<file path="src/adcr_params.svh">
`ifndef ADCR_PARAMS_SVH
`define ADCR_PARAMS_SVH

// ----------------------------------------------------------------
// Result and frame layout
// ----------------------------------------------------------------
`define ADCR_RESULT_W 16
`define ADCR_PULSE_W 5
`define ADCR_PULSE_SYNC 5'h01
`define ADCR_PULSE_MSB 5'h02
`define ADCR_PULSE_LSB 5'h11
`define ADCR_PULSE_TAG 5'h12

// ----------------------------------------------------------------
// Timing
// ----------------------------------------------------------------
`define ADCR_CLK_PERIOD_NS 20
`define ADCR_BUSY_DLY_NS 83
`define ADCR_SYNC_LATENCY 3
`define ADCR_CONV_CYCLES 250

// ----------------------------------------------------------------
// Reset values
// ----------------------------------------------------------------
`define ADCR_RST_BUSY_N 1'h1
`define ADCR_RST_OUT 1'h0

`endif

</file>
<file path="src/adcr_pkg.sv">
package adcr_pkg;

  // ----------------------------------------------------------------
  // Host pins, travelling together through the synchroniser
  // ----------------------------------------------------------------
  typedef struct packed {
    logic cs_n;
    logic rd_conv;
    logic sclk;
    logic src_sel;
    logic daisy;
  } adcr_pins_t;

  // ----------------------------------------------------------------
  // Readout sequencer states
  // ----------------------------------------------------------------
  typedef enum logic [1:0] {
    ADCR_IDLE,
    ADCR_ARMED,
    ADCR_SHIFT
  } adcr_state_t;

endpackage

</file>
<file path="src/adcr_conv.sv">
`timescale 1ns/1ns
`include "adcr_params.svh"

module adcr_conv
  import adcr_pkg::*;
#(
  parameter int unsigned RES_W = `ADCR_RESULT_W,
  parameter int unsigned CONV_CYCLES = `ADCR_CONV_CYCLES
) (
  // Clock and synchronised reset
  input wire logic clk,
  input wire logic rst_n,
  // Start request and analog sample
  input wire logic start,
  input wire logic [RES_W-1:0] sample_data,
  // Conversion state and last finished result
  output logic busy_n,
  output logic [RES_W-1:0] result
);

  localparam int unsigned CNT_W = $clog2(CONV_CYCLES + 1);

  // Elaboration check: the timer needs one load and one count cycle
  if (CONV_CYCLES < 2) begin
    $error("adcr_conv: CONV_CYCLES must be at least 2");
  end

  logic [CNT_W-1:0] cnt_ff;
  logic busy_ff;
  logic [RES_W-1:0] held_ff;
  logic [RES_W-1:0] result_ff;

  // --------------------------------------------------------------
  // Conversion timer
  // --------------------------------------------------------------
  // Start is ignored while busy; a second request cannot cut a run short
  always_ff @(posedge clk or negedge rst_n) begin
    if (!rst_n) begin
      busy_ff <= ~`ADCR_RST_BUSY_N;
      cnt_ff <= '0;
    end else if (!busy_ff && start) begin
      busy_ff <= 1'h1;
      cnt_ff <= CNT_W'(CONV_CYCLES - 1);
    end else if (busy_ff) begin
      if (cnt_ff == '0) begin
        busy_ff <= 1'h0;
      end else begin
        cnt_ff <= cnt_ff - 1'b1;
      end
    end
  end

  // Sample held at start, published only when the run finishes
  always_ff @(posedge clk or negedge rst_n) begin
    if (!rst_n) begin
      held_ff <= '0;
      result_ff <= '0;
    end else begin
      if (!busy_ff && start) begin
        held_ff <= sample_data;
      end
      if (busy_ff && cnt_ff == '0) begin
        result_ff <= held_ff;
      end
    end
  end

  assign busy_n = ~busy_ff;
  assign result = result_ff;

endmodule

</file>
<file path="src/adcr_readout.sv">
`timescale 1ns/1ns
`include "adcr_params.svh"

// Behaviour
// - Data-clock edge with cs high or convert arms
// - After busy ends, read result while reading
// - Sync launched after rising edge of pulse one
// - Sync valid through pulse one to two
// - MSB at pulse two, one bit per pulse
// - LSB valid through pulse seventeen to eighteen
// - After pulse eighteen, output daisy level from two
// - Convert request drops busy within 83 ns
// - Read during conversion gives previous result
module adcr_readout
  import adcr_pkg::*;
#(
  parameter int unsigned RES_W = `ADCR_RESULT_W,
  parameter int unsigned CONV_CYCLES = `ADCR_CONV_CYCLES
) (
  // Clock and reset
  input wire logic clk,
  input wire logic arst_n,
  // Host control pins
  input wire logic cs_n,
  input wire logic rd_conv,
  input wire logic serial_data_clock,
  input wire logic clock_source_select,
  input wire logic daisy_in,
  // Analog core sample
  input wire logic [RES_W-1:0] sample_data,
  // Serial result pins
  output logic busy_n,
  output logic data_out,
  output logic sync_out
);

  // ----------------------------------------------------------------
  // Elaboration checks
  // ----------------------------------------------------------------
  localparam int unsigned BUSY_DLY_CYC = `ADCR_BUSY_DLY_NS / `ADCR_CLK_PERIOD_NS;
  localparam int unsigned FRAME_BITS = int'(`ADCR_PULSE_LSB) - int'(`ADCR_PULSE_MSB) + 1;

  if (RES_W != FRAME_BITS) begin
    $error("adcr_readout: RES_W must match the frame bit count");
  end
  if (BUSY_DLY_CYC < `ADCR_SYNC_LATENCY) begin
    $error("adcr_readout: clock too slow for the busy delay");
  end

  // ----------------------------------------------------------------
  // Reset release
  // ----------------------------------------------------------------
  logic rst_meta_ff;
  logic rst_n_ff;

  // Asynchronous assert, release through two flops
  always_ff @(posedge clk or negedge arst_n) begin
    if (!arst_n) begin
      rst_meta_ff <= 1'h0;
      rst_n_ff <= 1'h0;
    end else begin
      rst_meta_ff <= 1'h1;
      rst_n_ff <= rst_meta_ff;
    end
  end

  // ----------------------------------------------------------------
  // Pin synchronisers and edge finding
  // ----------------------------------------------------------------
  adcr_pins_t pins_raw;
  adcr_pins_t pins_meta_ff;
  adcr_pins_t pins_ff;
  adcr_pins_t prev_ff;

  assign pins_raw = '{cs_n: cs_n, rd_conv: rd_conv, sclk: serial_data_clock,
                      src_sel: clock_source_select, daisy: daisy_in};

  // Two flops per pin, then prev_ff for edge finding; the first stage feeds no logic
  always_ff @(posedge clk or negedge rst_n_ff) begin
    if (!rst_n_ff) begin
      pins_meta_ff <= '{cs_n: 1'h1, rd_conv: 1'h1, default: 1'h0};
      pins_ff <= '{cs_n: 1'h1, rd_conv: 1'h1, default: 1'h0};
      prev_ff <= '{cs_n: 1'h1, rd_conv: 1'h1, default: 1'h0};
    end else begin
      pins_meta_ff <= pins_raw;
      pins_ff <= pins_meta_ff;
      prev_ff <= pins_ff;
    end
  end

  logic sclk_edge;
  logic sclk_rise;
  logic arm_cond;
  logic read_cond;
  logic ext_mode;
  logic conv_req;

  // The data clock is slow enough (>= 8 samples a period) to edge-detect
  assign sclk_edge = pins_ff.sclk ^ prev_ff.sclk;
  assign sclk_rise = pins_ff.sclk & ~prev_ff.sclk;
  assign ext_mode = pins_ff.src_sel;
  assign arm_cond = pins_ff.cs_n | (~pins_ff.cs_n & ~pins_ff.rd_conv);
  assign read_cond = ~pins_ff.cs_n & pins_ff.rd_conv;
  // Convert request: read_convert falls with chip select low
  assign conv_req = ~pins_ff.cs_n & prev_ff.rd_conv & ~pins_ff.rd_conv;

  // ----------------------------------------------------------------
  // Conversion engine
  // ----------------------------------------------------------------
  logic [RES_W-1:0] last_result;

  // Three clk edges from pin to busy low, within the 83 ns budget
  adcr_conv #(
    .RES_W(RES_W),
    .CONV_CYCLES(CONV_CYCLES)
  ) u_conv (
    .clk(clk),
    .rst_n(rst_n_ff),
    .start(conv_req),
    .sample_data(sample_data),
    .busy_n(busy_n),
    .result(last_result)
  );

  // ----------------------------------------------------------------
  // Readout sequencer
  // ----------------------------------------------------------------
  adcr_state_t state_ff;
  adcr_state_t nxt_state;
  logic [`ADCR_PULSE_W-1:0] pulse_ff;
  logic [`ADCR_PULSE_W-1:0] nxt_pulse;
  logic step;

  // A pulse in the frame counts only while reading is enabled
  assign step = ext_mode & sclk_rise & read_cond;

  always_comb begin
    nxt_state = state_ff;
    nxt_pulse = pulse_ff;
    unique case (state_ff)
      ADCR_IDLE: begin
        if (ext_mode && sclk_edge && arm_cond) begin
          nxt_state = ADCR_ARMED;
        end
      end
      ADCR_ARMED: begin
        if (!ext_mode) begin
          nxt_state = ADCR_IDLE;
        end else if (step) begin
          nxt_state = ADCR_SHIFT;
          nxt_pulse = `ADCR_PULSE_SYNC;
        end
      end
      ADCR_SHIFT: begin
        if (!ext_mode) begin
          nxt_state = ADCR_IDLE;
        end else if (sclk_edge && arm_cond) begin
          // Chip select high or a new convert ends the frame and re-arms
          nxt_state = ADCR_ARMED;
        end else if (step && pulse_ff != `ADCR_PULSE_TAG) begin
          nxt_pulse = pulse_ff + 1'b1;
        end
      end
    endcase
  end

  always_ff @(posedge clk or negedge rst_n_ff) begin
    if (!rst_n_ff) begin
      state_ff <= ADCR_IDLE;
      pulse_ff <= '0;
    end else begin
      state_ff <= nxt_state;
      pulse_ff <= nxt_pulse;
    end
  end

  logic frame_step;
  logic frame_start;

  assign frame_start = (state_ff == ADCR_ARMED) && (nxt_state == ADCR_SHIFT);
  assign frame_step = (state_ff == ADCR_SHIFT) && (nxt_state == ADCR_SHIFT) && step;

  // ----------------------------------------------------------------
  // Frame sync
  // ----------------------------------------------------------------
  // High from pulse one rise to pulse two rise
  always_ff @(posedge clk or negedge rst_n_ff) begin
    if (!rst_n_ff) begin
      sync_out <= `ADCR_RST_OUT;
    end else if (frame_start) begin
      sync_out <= 1'h1;
    end else if (frame_step || nxt_state != ADCR_SHIFT) begin
      sync_out <= 1'h0;
    end
  end

  // ----------------------------------------------------------------
  // Result shifter and daisy capture
  // ----------------------------------------------------------------
  logic [RES_W-1:0] shift_ff;
  logic tag_ff;

  // Loaded at pulse one: during a conversion last_result is still n-1
  always_ff @(posedge clk or negedge rst_n_ff) begin
    if (!rst_n_ff) begin
      shift_ff <= '0;
    end else if (frame_start) begin
      shift_ff <= last_result;
    end else if (frame_step && nxt_pulse > `ADCR_PULSE_MSB && nxt_pulse <= `ADCR_PULSE_LSB) begin
      shift_ff <= {shift_ff[RES_W-2:0], 1'b0};
    end
  end

  // Daisy level seen at the rising edge of pulse two
  always_ff @(posedge clk or negedge rst_n_ff) begin
    if (!rst_n_ff) begin
      tag_ff <= `ADCR_RST_OUT;
    end else if (frame_step && nxt_pulse == `ADCR_PULSE_MSB) begin
      tag_ff <= pins_ff.daisy;
    end
  end

  // ----------------------------------------------------------------
  // Serial data pin
  // ----------------------------------------------------------------
  // Bits pass MSB first; after the LSB the daisy level follows
  always_ff @(posedge clk or negedge rst_n_ff) begin
    if (!rst_n_ff) begin
      data_out <= `ADCR_RST_OUT;
    end else if (frame_step) begin
      if (nxt_pulse == `ADCR_PULSE_TAG) begin
        data_out <= tag_ff;
      end else if (nxt_pulse == `ADCR_PULSE_MSB) begin
        data_out <= shift_ff[RES_W-1];
      end else if (nxt_pulse <= `ADCR_PULSE_LSB) begin
        data_out <= shift_ff[RES_W-2];
      end
    end
  end

endmodule

</file>
<file path="config.mk">
export PLATFORM = sky130hd
export DESIGN_NAME = adcr_readout
export DESIGN_NICKNAME = d
export VERILOG_FILES = /design/src/adcr_pkg.sv /design/src/adcr_conv.sv /design/src/adcr_readout.sv
export VERILOG_INCLUDE_DIRS = /design/src /design/src/src
export SDC_FILE = /design/constraint.sdc
export NUM_CORES = 1
export LEC_CHECK = 0
export ABC_AREA = 1
export BUFFER_PORTS_ARGS = -buffer_cell sky130_fd_sc_hd__buf_2
export CORE_UTILIZATION = 63
export CTS_BUF_LIST = sky130_fd_sc_hd__clkbuf_4 sky130_fd_sc_hd__clkbuf_8
export CTS_CLUSTER_SIZE = 12
export DETAILED_ROUTE_END_ITERATION = 8
export HOLD_SLACK_MARGIN = 0.15
export PLACE_DENSITY = 0.82
export SLEW_MARGIN = 0
export SYNTH_ARGS = -nofsm -noshare
export SYNTH_HDL_FRONTEND = slang
export SYNTH_HIERARCHICAL = 1
export SYNTH_SLANG_ARGS = --single-unit
</file>
<file path="constraint.sdc">
create_clock -name clk -period 2.8 [get_ports clk]
set_input_delay 0.56 -clock clk [delete_from_list [all_inputs] [get_ports clk]]
set_output_delay 0.56 -clock clk [all_outputs]
set_load 0.02 [all_outputs]
</file>
==> metrics.txt, run 1 <==
outcome finished, final reports clean; register bit count reported by yosys a little over 80; final-report max-slew violation count 0; Via-to-Cell Ratio around 5.3; maximum number of pins on one net before global-route repair 80; residual overflow from global routing 0; area of the die ~0.0068 mm²; detailed-route wire length per cell 12.6 µm; vias in the first global route 2804; Worst EP required between 3000 and 4000 ps; Starting Density ~67%; number of flops mapped to enable cells by yosys 0; Clock Skew about 11 ps; Chip Width approximately 80 µm; top cell types by occurrence after synthesis 135 x sky130_fd_sc_hd__nand2_1, 76 x sky130_fd_sc_hd__dfrtp_1, 52 x sky130_fd_sc_hd__nand3_1, 42 x sky130_fd_sc_hd__inv_1, 33 x sky130_fd_sc_hd__o21ai_2; TritonCTS Buffers 9; die boundary height 82.3 µm; number of routed nets with antenna violations 0; Reg2Reg Launch Point state_ff[0]; antenna diode instance count 0; placer's final routability congestion estimate approximately 0.9; setup repair after global routing missed its margin no; async set or reset register ratio after synthesis 100%; Netlist cell types 34; share of synthesized area occupied by flip-flops and latches between 50% and 60%; final worst-path cycle share about nine tenths; transition at the pin with the smallest max-transition slack just under 1000 ps; post-CTS setup repair buffer count 0; total area of sequential cells ~0.002 mm²; maximum fanout along the worst path 19; Worst Hold Depth 1; post-synthesis instance total approximately 460; Clock Latency Late Sink approximately 370 ps; worst hold path startpoint rd_conv; Core Rows 28; Min-Delay Path Class input pin to flip-flop; setup tns final 0 ps; post-detailed-placement half-perimeter wirelength approximately 4900 µm; Min-Delay Endpoint pins_meta_ff[3]; commonest register cell after synthesis sky130_fd_sc_hd__dfrtp_1; DRT Pass-1 Iters 6; layer with the highest usage after global routing met2; net count of the finished layout around 500; Crit Path Category flip-flop to flip-flop; average instance area after synthesis roughly 8.9 µm²; dominant cells by area after synthesis sky130_fd_sc_hd__dfrtp_1 47%, sky130_fd_sc_hd__nand2_1 12%, sky130_fd_sc_hd__o21ai_2 7.1%; Critical Path End Type flip-flop; setup slack, reg-to-reg about 300 ps; max frequency around 400 MHz; utilization of the core after routing approximately 72%; power per cell area between 800 and 900 mW/mm²; Mapped Nets 487; I/O pin cnt 26; clock root buffer master sky130_fd_sc_hd__clkbuf_8; largest vdd supply drop 0.000704 V; netlist area before placement 0.00406 mm²; Starting DRT DRC Count 150; GR Util All Layers around a quarter; count of H-tree levels built during CTS 3; Max Buffers Root-to-Sink 2; number of cells on the worst reg-to-reg path 13; Critical R2R Capture shift_ff[13]; area growth from synthesis to layout 7.98%; number of port buffers 25; area taken by multi-input logic gates around 0.0017 mm²; ratio of cells with drive above 1 in the final layout 27.1%; via count of the routed design just under 3000; count of maximum capacitance violations 0; Yosys top cell by area sky130_fd_sc_hd__dfrtp_1; leakage dissipation between 2 and 2.5 nW; sum of routed wire length over all layers about 7000 µm; area share of the largest cell type after synthesis between 40% and 50%; Slew Limit Headroom 34.8%; total of fill cells in the finished design around 470; library cell with the highest instance count after synthesis sky130_fd_sc_hd__nand2_1; initial antenna violation count 0; met3 capacity usage during global routing 6.15%; total of warnings raised by yosys 6; final critical-path required period 2500 ps; final number of hold-violating endpoints 0; drc violations 0; global-route wire length before repair 12500 µm; data arrival time of the worst path 2800 ps; clock-pin slew reported for the worst setup and hold paths after clock tree synthesis ~90 ps; global routing usage on met2 38.9%; met1 track demand over resource in global routing between 30 and 40%; Final setup viols 0; clock net sink count between 80 and 90; Placeable Area 0.00606 mm²; clock tree from TritonCTS yes; Worst setup SP type flip-flop
-- stage by stage --
step	hold WS, ps	setup WS [ps]	area [µm²]	power (mW)	std cells
2_1_floorplan	264	386	4060	2.67	457
3_5_place_dp	336	304	4180	2.92	545
5_1_grt	277	22.2	4380	4.01	562
3_3_place_gp	333	506	4180	2.84	545
4_1_cts	278	266	4380	3.75	562
6_report	291	299	4380	3.72	562
-- cells in the final DEF, fill, tap and decap left out, drive strengths merged, types with 2 or more instances in the layout --
master / synthesis / final
inv: 48 / 51
dfstp: 5 / 5
clkinv: 0 / 3
o21ai: 42 / 42
a31oi: 2 / 2
nand3: 53 / 53
clkbuf: 0 / 9
dfrtp: 76 / 76
buf: 13 / 26
nand2: 172 / 172
a21oi: 5 / 5
nand4: 6 / 6
ha: 7 / 7
nor2: 22 / 22
-- area by class of cell --
| type | count | share of cell area, % |
|---|---|---|
| sequential | 81 | 46.5 |
| tap | 75 | 2.14 |
| inverter | 48 | 4.25 |
| clock inverter | 7 | 1.66 |
| multi-input combinational | 315 | 39.1 |
| clock buffer | 9 | 2.83 |
| timing repair buffer | 27 | 3.54 |
-- state kept, by name, summed over array words and instances (netlist names) --
signal          count
sync_out            1
prev_ff             2
u_conv/held_ff     16
ext_mode            1
shift_ff           16
state_ff            2
pins_meta_ff        5
u_conv/result      16
pins_ff             4
rst_n_ff            1
u_conv/busy_ff      1
tag_ff              1
u_conv/cnt_ff       8
pulse_ff            5
rst_meta_ff         1
data_out            1
-- what timing repair did --
action	in CTS	in global routing
resized for setup	0	1
endpoints found under the setup margin	0	6
hold endpoints to repair	2	0
hold buffers	1	0
-- worst max-delay path, cell delays in order (launching register included) --
cell,delay (ps)
sky130_fd_sc_hd__dfrtp_1,360
sky130_fd_sc_hd__inv_1,70
sky130_fd_sc_hd__ha_1,360
sky130_fd_sc_hd__inv_1,210
sky130_fd_sc_hd__nand3_1,140
sky130_fd_sc_hd__o21ai_0,210
sky130_fd_sc_hd__nand2_1,90
sky130_fd_sc_hd__nor2_1,140
sky130_fd_sc_hd__nand2_1,260
sky130_fd_sc_hd__clkinv_2,280
sky130_fd_sc_hd__nand2_1,90
sky130_fd_sc_hd__o21ai_0,90
sky130_fd_sc_hd__nand2_1,80
sky130_fd_sc_hd__nand2_1,60
-- how the worst max path moves through the flow --
stage,from,endpoint
6_report,state_ff[0],shift_ff[13]
5_1_grt,state_ff[0],shift_ff[13]
4_1_cts,state_ff[0],shift_ff[13]
3_5_place_dp,state_ff[0],shift_ff[12]
3_3_place_gp,pulse_ff[0],shift_ff[13]
2_1_floorplan,rst_n_ff,data_out
-- cell families after synthesis --
family	synth area share, %
adder cells (fa/ha/maj)	2.16
XOR/XNOR	0.432
AO/OA/AOI/OAI	9.83
other	0.0924
buffers and inverters	7.67
AND/OR/NAND/NOR	29.7
flip-flops	50.1
-- power breakdown --
group,switching [mW],internal [mW]
combinational,0.727,0.438
sequential,0.240,1.49
clock,0.474,0.349
total,1.44,2.28
-- routing by layer --
layer  part of all wire, %  wire [µm]  up-vias
met5                     0          0        -
met4                   1.1         80        0
met3                   3.2        224        9
met2                    48       3420       50
met1                    47       3360     1402
li1                      -          -     1502
(Power assumes the default switching activity.)
==> run 2, diff against run 1 <==
- ABC_AREA: 1 -> not set
- CORE_UTILIZATION: 63 -> 62
- SETUP_SLACK_MARGIN: not set -> 0.5
==> metrics.txt, run 2 <==
Critical Path End Type flip-flop (unchanged); netlist area before placement 0.00367 mm² (was 0.00406 mm²); dominant cells by area after synthesis sky130_fd_sc_hd__dfrtp_1 52%, sky130_fd_sc_hd__mux2_2 8.0%, sky130_fd_sc_hd__mux2_4 4.5% (was sky130_fd_sc_hd__dfrtp_1 47%, sky130_fd_sc_hd__nand2_1 12%, sky130_fd_sc_hd__o21ai_2 7.1%); Final setup viols 0 (unchanged); ratio of cells with drive above 1 in the final layout 40.9% (was 27.1%); total of fill cells in the finished design 342 (was 466); clock root buffer master sky130_fd_sc_hd__clkbuf_8 (unchanged); most common library cell in the layout ignoring fill and taps sky130_fd_sc_hd__dfrtp_1 (was sky130_fd_sc_hd__nand2_1); via count of the routed design 2397 (was 2963); smallest setup slack after layout 148 ps (was 299 ps); TritonCTS Buffers 9 (unchanged); area growth from synthesis to layout 20.9% (was 7.98%); vias in the first global route 2451 (was 2804); maximum fanout along the worst path 8 (was 19); placer's final routability congestion estimate 0.775 (was 0.885); number of routed nets with antenna violations 0 (unchanged); Min-Delay Path Class input pin to flip-flop (unchanged); setup repair after global routing missed its margin yes (was no); I/O pin cnt 26 (unchanged); final-report max-slew violation count 0 (unchanged); global-route wire length before repair 11400 µm (was 12500 µm); outcome finished, final reports clean (unchanged); Worst EP required 3040 ps (was 3100 ps); detailed-route wire length per cell 16.7 µm (was 12.6 µm); setup tns final 0 ps (unchanged); clock net sink count 81 (unchanged); number of port buffers 25 (unchanged); Slew Limit Headroom 34.7% (was 34.8%); Core Rows 27 (was 28); leakage dissipation 2.12 nW (was 2.28 nW); area share of the largest cell type after synthesis 51.8% (was 46.8%); data arrival time of the worst path 2890 ps (was 2800 ps); max frequency 377 MHz (was 400 MHz); placed cell count 376 (was 545); average instance area after synthesis 12.7 µm² (was 8.88 µm²); Starting Density 65.4% (was 67.0%); number of flops mapped to enable cells by yosys 0 (unchanged); library cell with the highest instance count after synthesis sky130_fd_sc_hd__dfrtp_1 (was sky130_fd_sc_hd__nand2_1); maximum number of pins on one net before global-route repair 80 (unchanged); count of maximum capacitance violations 0 (unchanged); Total Power 3.37 mW (was 3.72 mW); DRT Pass-1 Iters 5 (was 6); Clock Latency Late Sink 350 ps (was 370 ps); residual overflow from global routing 0 (unchanged); final number of hold-violating endpoints 0 (unchanged); total of warnings raised by yosys 6 (unchanged); top cell types by occurrence after synthesis 76 x sky130_fd_sc_hd__dfrtp_1, 26 x sky130_fd_sc_hd__mux2_2, 26 x sky130_fd_sc_hd__nor2_1, 25 x sky130_fd_sc_hd__a21oi_1, 16 x sky130_fd_sc_hd__mux2i_1 (was 135 x sky130_fd_sc_hd__nand2_1, 76 x sky130_fd_sc_hd__dfrtp_1, 52 x sky130_fd_sc_hd__nand3_1, 42 x sky130_fd_sc_hd__inv_1, 33 x sky130_fd_sc_hd__o21ai_2); area of the die 0.00623 mm² (was 0.00677 mm²); area taken by multi-input logic gates 0.00167 mm² (was 0.00172 mm²); Netlist cell types 50 (was 34); Setup WS pre-CTS 149 ps (was 304 ps); count of H-tree levels built during CTS 3 (unchanged); share of synthesized area occupied by flip-flops and latches 55.4% (was 50.1%); Mapped Nets 318 (was 487); Crit Path Category flip-flop to flip-flop (unchanged); Hold Worst Slack 303 ps (was 291 ps); initial antenna violation count 0 (unchanged); Worst setup SP type flip-flop (unchanged); Max Buffers Root-to-Sink 2 (unchanged); sum of routed wire length over all layers 6920 µm (was 7080 µm); antenna diode instance count 0 (unchanged); drc violations 0 (unchanged); final worst-path cycle share 94.7% (was 89.3%); Yosys top cell by area sky130_fd_sc_hd__dfrtp_1 (unchanged); async set or reset register ratio after synthesis 100% (unchanged); commonest register cell after synthesis sky130_fd_sc_hd__dfrtp_1 (unchanged); clock tree from TritonCTS yes (unchanged); largest vdd supply drop 0.000750 V (was 0.000704 V); post-layout instance count excluding filler cells 414 (was 562); post-detailed-placement half-perimeter wirelength 3890 µm (was 4910 µm); total area of sequential cells 0.00204 mm² (unchanged); commonest cells after routing, fill and taps aside 75 x sky130_fd_sc_hd__dfrtp_1, 25 x sky130_fd_sc_hd__nor2_1, 25 x sky130_fd_sc_hd__buf_2, 24 x sky130_fd_sc_hd__mux2_2, 22 x sky130_fd_sc_hd__a21oi_1 (was 135 x sky130_fd_sc_hd__nand2_1, 75 x sky130_fd_sc_hd__dfrtp_1, 52 x sky130_fd_sc_hd__nand3_1, 42 x sky130_fd_sc_hd__inv_1, 33 x sky130_fd_sc_hd__o21ai_2); Clock Skew 9.11 ps (was 11.1 ps); post-synthesis instance total 288 (was 457); register bit count reported by yosys 81 (unchanged); final critical-path required period 2650 ps (was 2500 ps); Starting DRT DRC Count 193 (was 150); net count of the finished layout 367 (was 512); GR Util All Layers 24.3% (was 24.5%); clock-pin slew reported for the worst setup and hold paths after clock tree synthesis 80 ps (was 90 ps); power per cell area 759 mW/mm² (was 849 mW/mm²); Chip Width 78.9 µm (was 82.3 µm); Via-to-Cell Ratio 5.79 (was 5.27); die boundary height 78.9 µm (was 82.3 µm); Placeable Area 0.00561 mm² (was 0.00606 mm²); transition at the pin with the smallest max-transition slack 980 ps (was 978 ps)
[run 2: cell count changes after synthesis, sizes merged, moves of 4 or more]
cell / delta
a211o: +4
a21oi: +20
buf: -7
clkbuf: +6
inv: -35
mux2: +37
mux2i: +16
nand2: -166
nand3: -49
nand4: -6
nor2: +4
nor2b: +7
o21ai: -41
[run 2: cell type report]
class	instances	area share, %
Clock inverter	6	2.06
Inverter	13	1.16
Clock buffer	10	3.10
Sequential cell	81	45.9
Tap cell	72	2.03
Multi-Input combinational cell	182	37.8
Timing Repair Buffer	50	7.96
[run 2: cells by family (layout without fill, tap and decap cells)]
kind of cell	after synthesis	count (layout)	synth area share [%]
flip-flops	81	81	55.4
multiplexers	53	53	16.8
AO/OA/AOI/OAI	52	52	9.69
other	1	1	0.102
adder cells (fa/ha/maj)	7	7	2.39
buffers and inverters	25	79	3.24
AND/OR/NAND/NOR	69	69	12.3
[run 2: critical path, stage by stage (launching register included)]
cell and delay, ps:
sky130_fd_sc_hd__dfrtp_1 440, sky130_fd_sc_hd__inv_2 70, sky130_fd_sc_hd__ha_4 320, sky130_fd_sc_hd__nand2b_4 170, sky130_fd_sc_hd__a211oi_2 50, sky130_fd_sc_hd__a211o_1 300, sky130_fd_sc_hd__or2_4 240, sky130_fd_sc_hd__or3b_4 390
sky130_fd_sc_hd__mux2_4 310, sky130_fd_sc_hd__mux2_4 250
[run 2: layer usage]
layer  global-route usage (%)  vias to the layer above  share of wire [%]
met5                        0                        -                  0
met4                     8.91                        0                1.0
met3                     6.09                        8                3.1
met2                     40.9                       38                 50
met1                     30.7                     1222                 45
li1                         -                     1129                  -
[run 2: worst paths after layout]
kind                                  start                 to  slack [ps]  cells past startpoint
worst max-delay path            state_ff[0]           data_out         150                      9
worst min-delay path                   cs_n    pins_meta_ff[4]         300                      1
worst max register to register  state_ff[0]           data_out         150                      9
worst min register to register  rst_meta_ff           rst_n_ff         350                      0
max in group asynchronous          rst_n_ff  u_conv/result[14]        1670                      0
min in group asynchronous          rst_n_ff           ext_mode         490                      0
[run 2: metrics by stage]
step	utilization, %	cell area (µm²)
after CTS	77.2	4330
after global placement	69.4	3890
after floorplan	-	3730
after detailed placement	69.4	3890
final	79.1	4430
after global routing	79.1	4430
[run 2: repair_timing]
item | CTS | global route
pin swaps | 10 | 11
hold buffers | 1 | 0
endpoints found under the setup margin | 18 | 18
endpoints found under the hold margin | 2 | 0
cloned | 1 | 0
resized for setup | 17 | 14
buffers inserted | 14 | 6
[run 2: report_power, final]
group	switching, mW	internal [mW]	leakage, nW	total (mW)
logic	0.283	0.412	0.964	0.694
registers	0.262	1.47	1.04	1.73
clock network	0.415	0.529	0.116	0.945
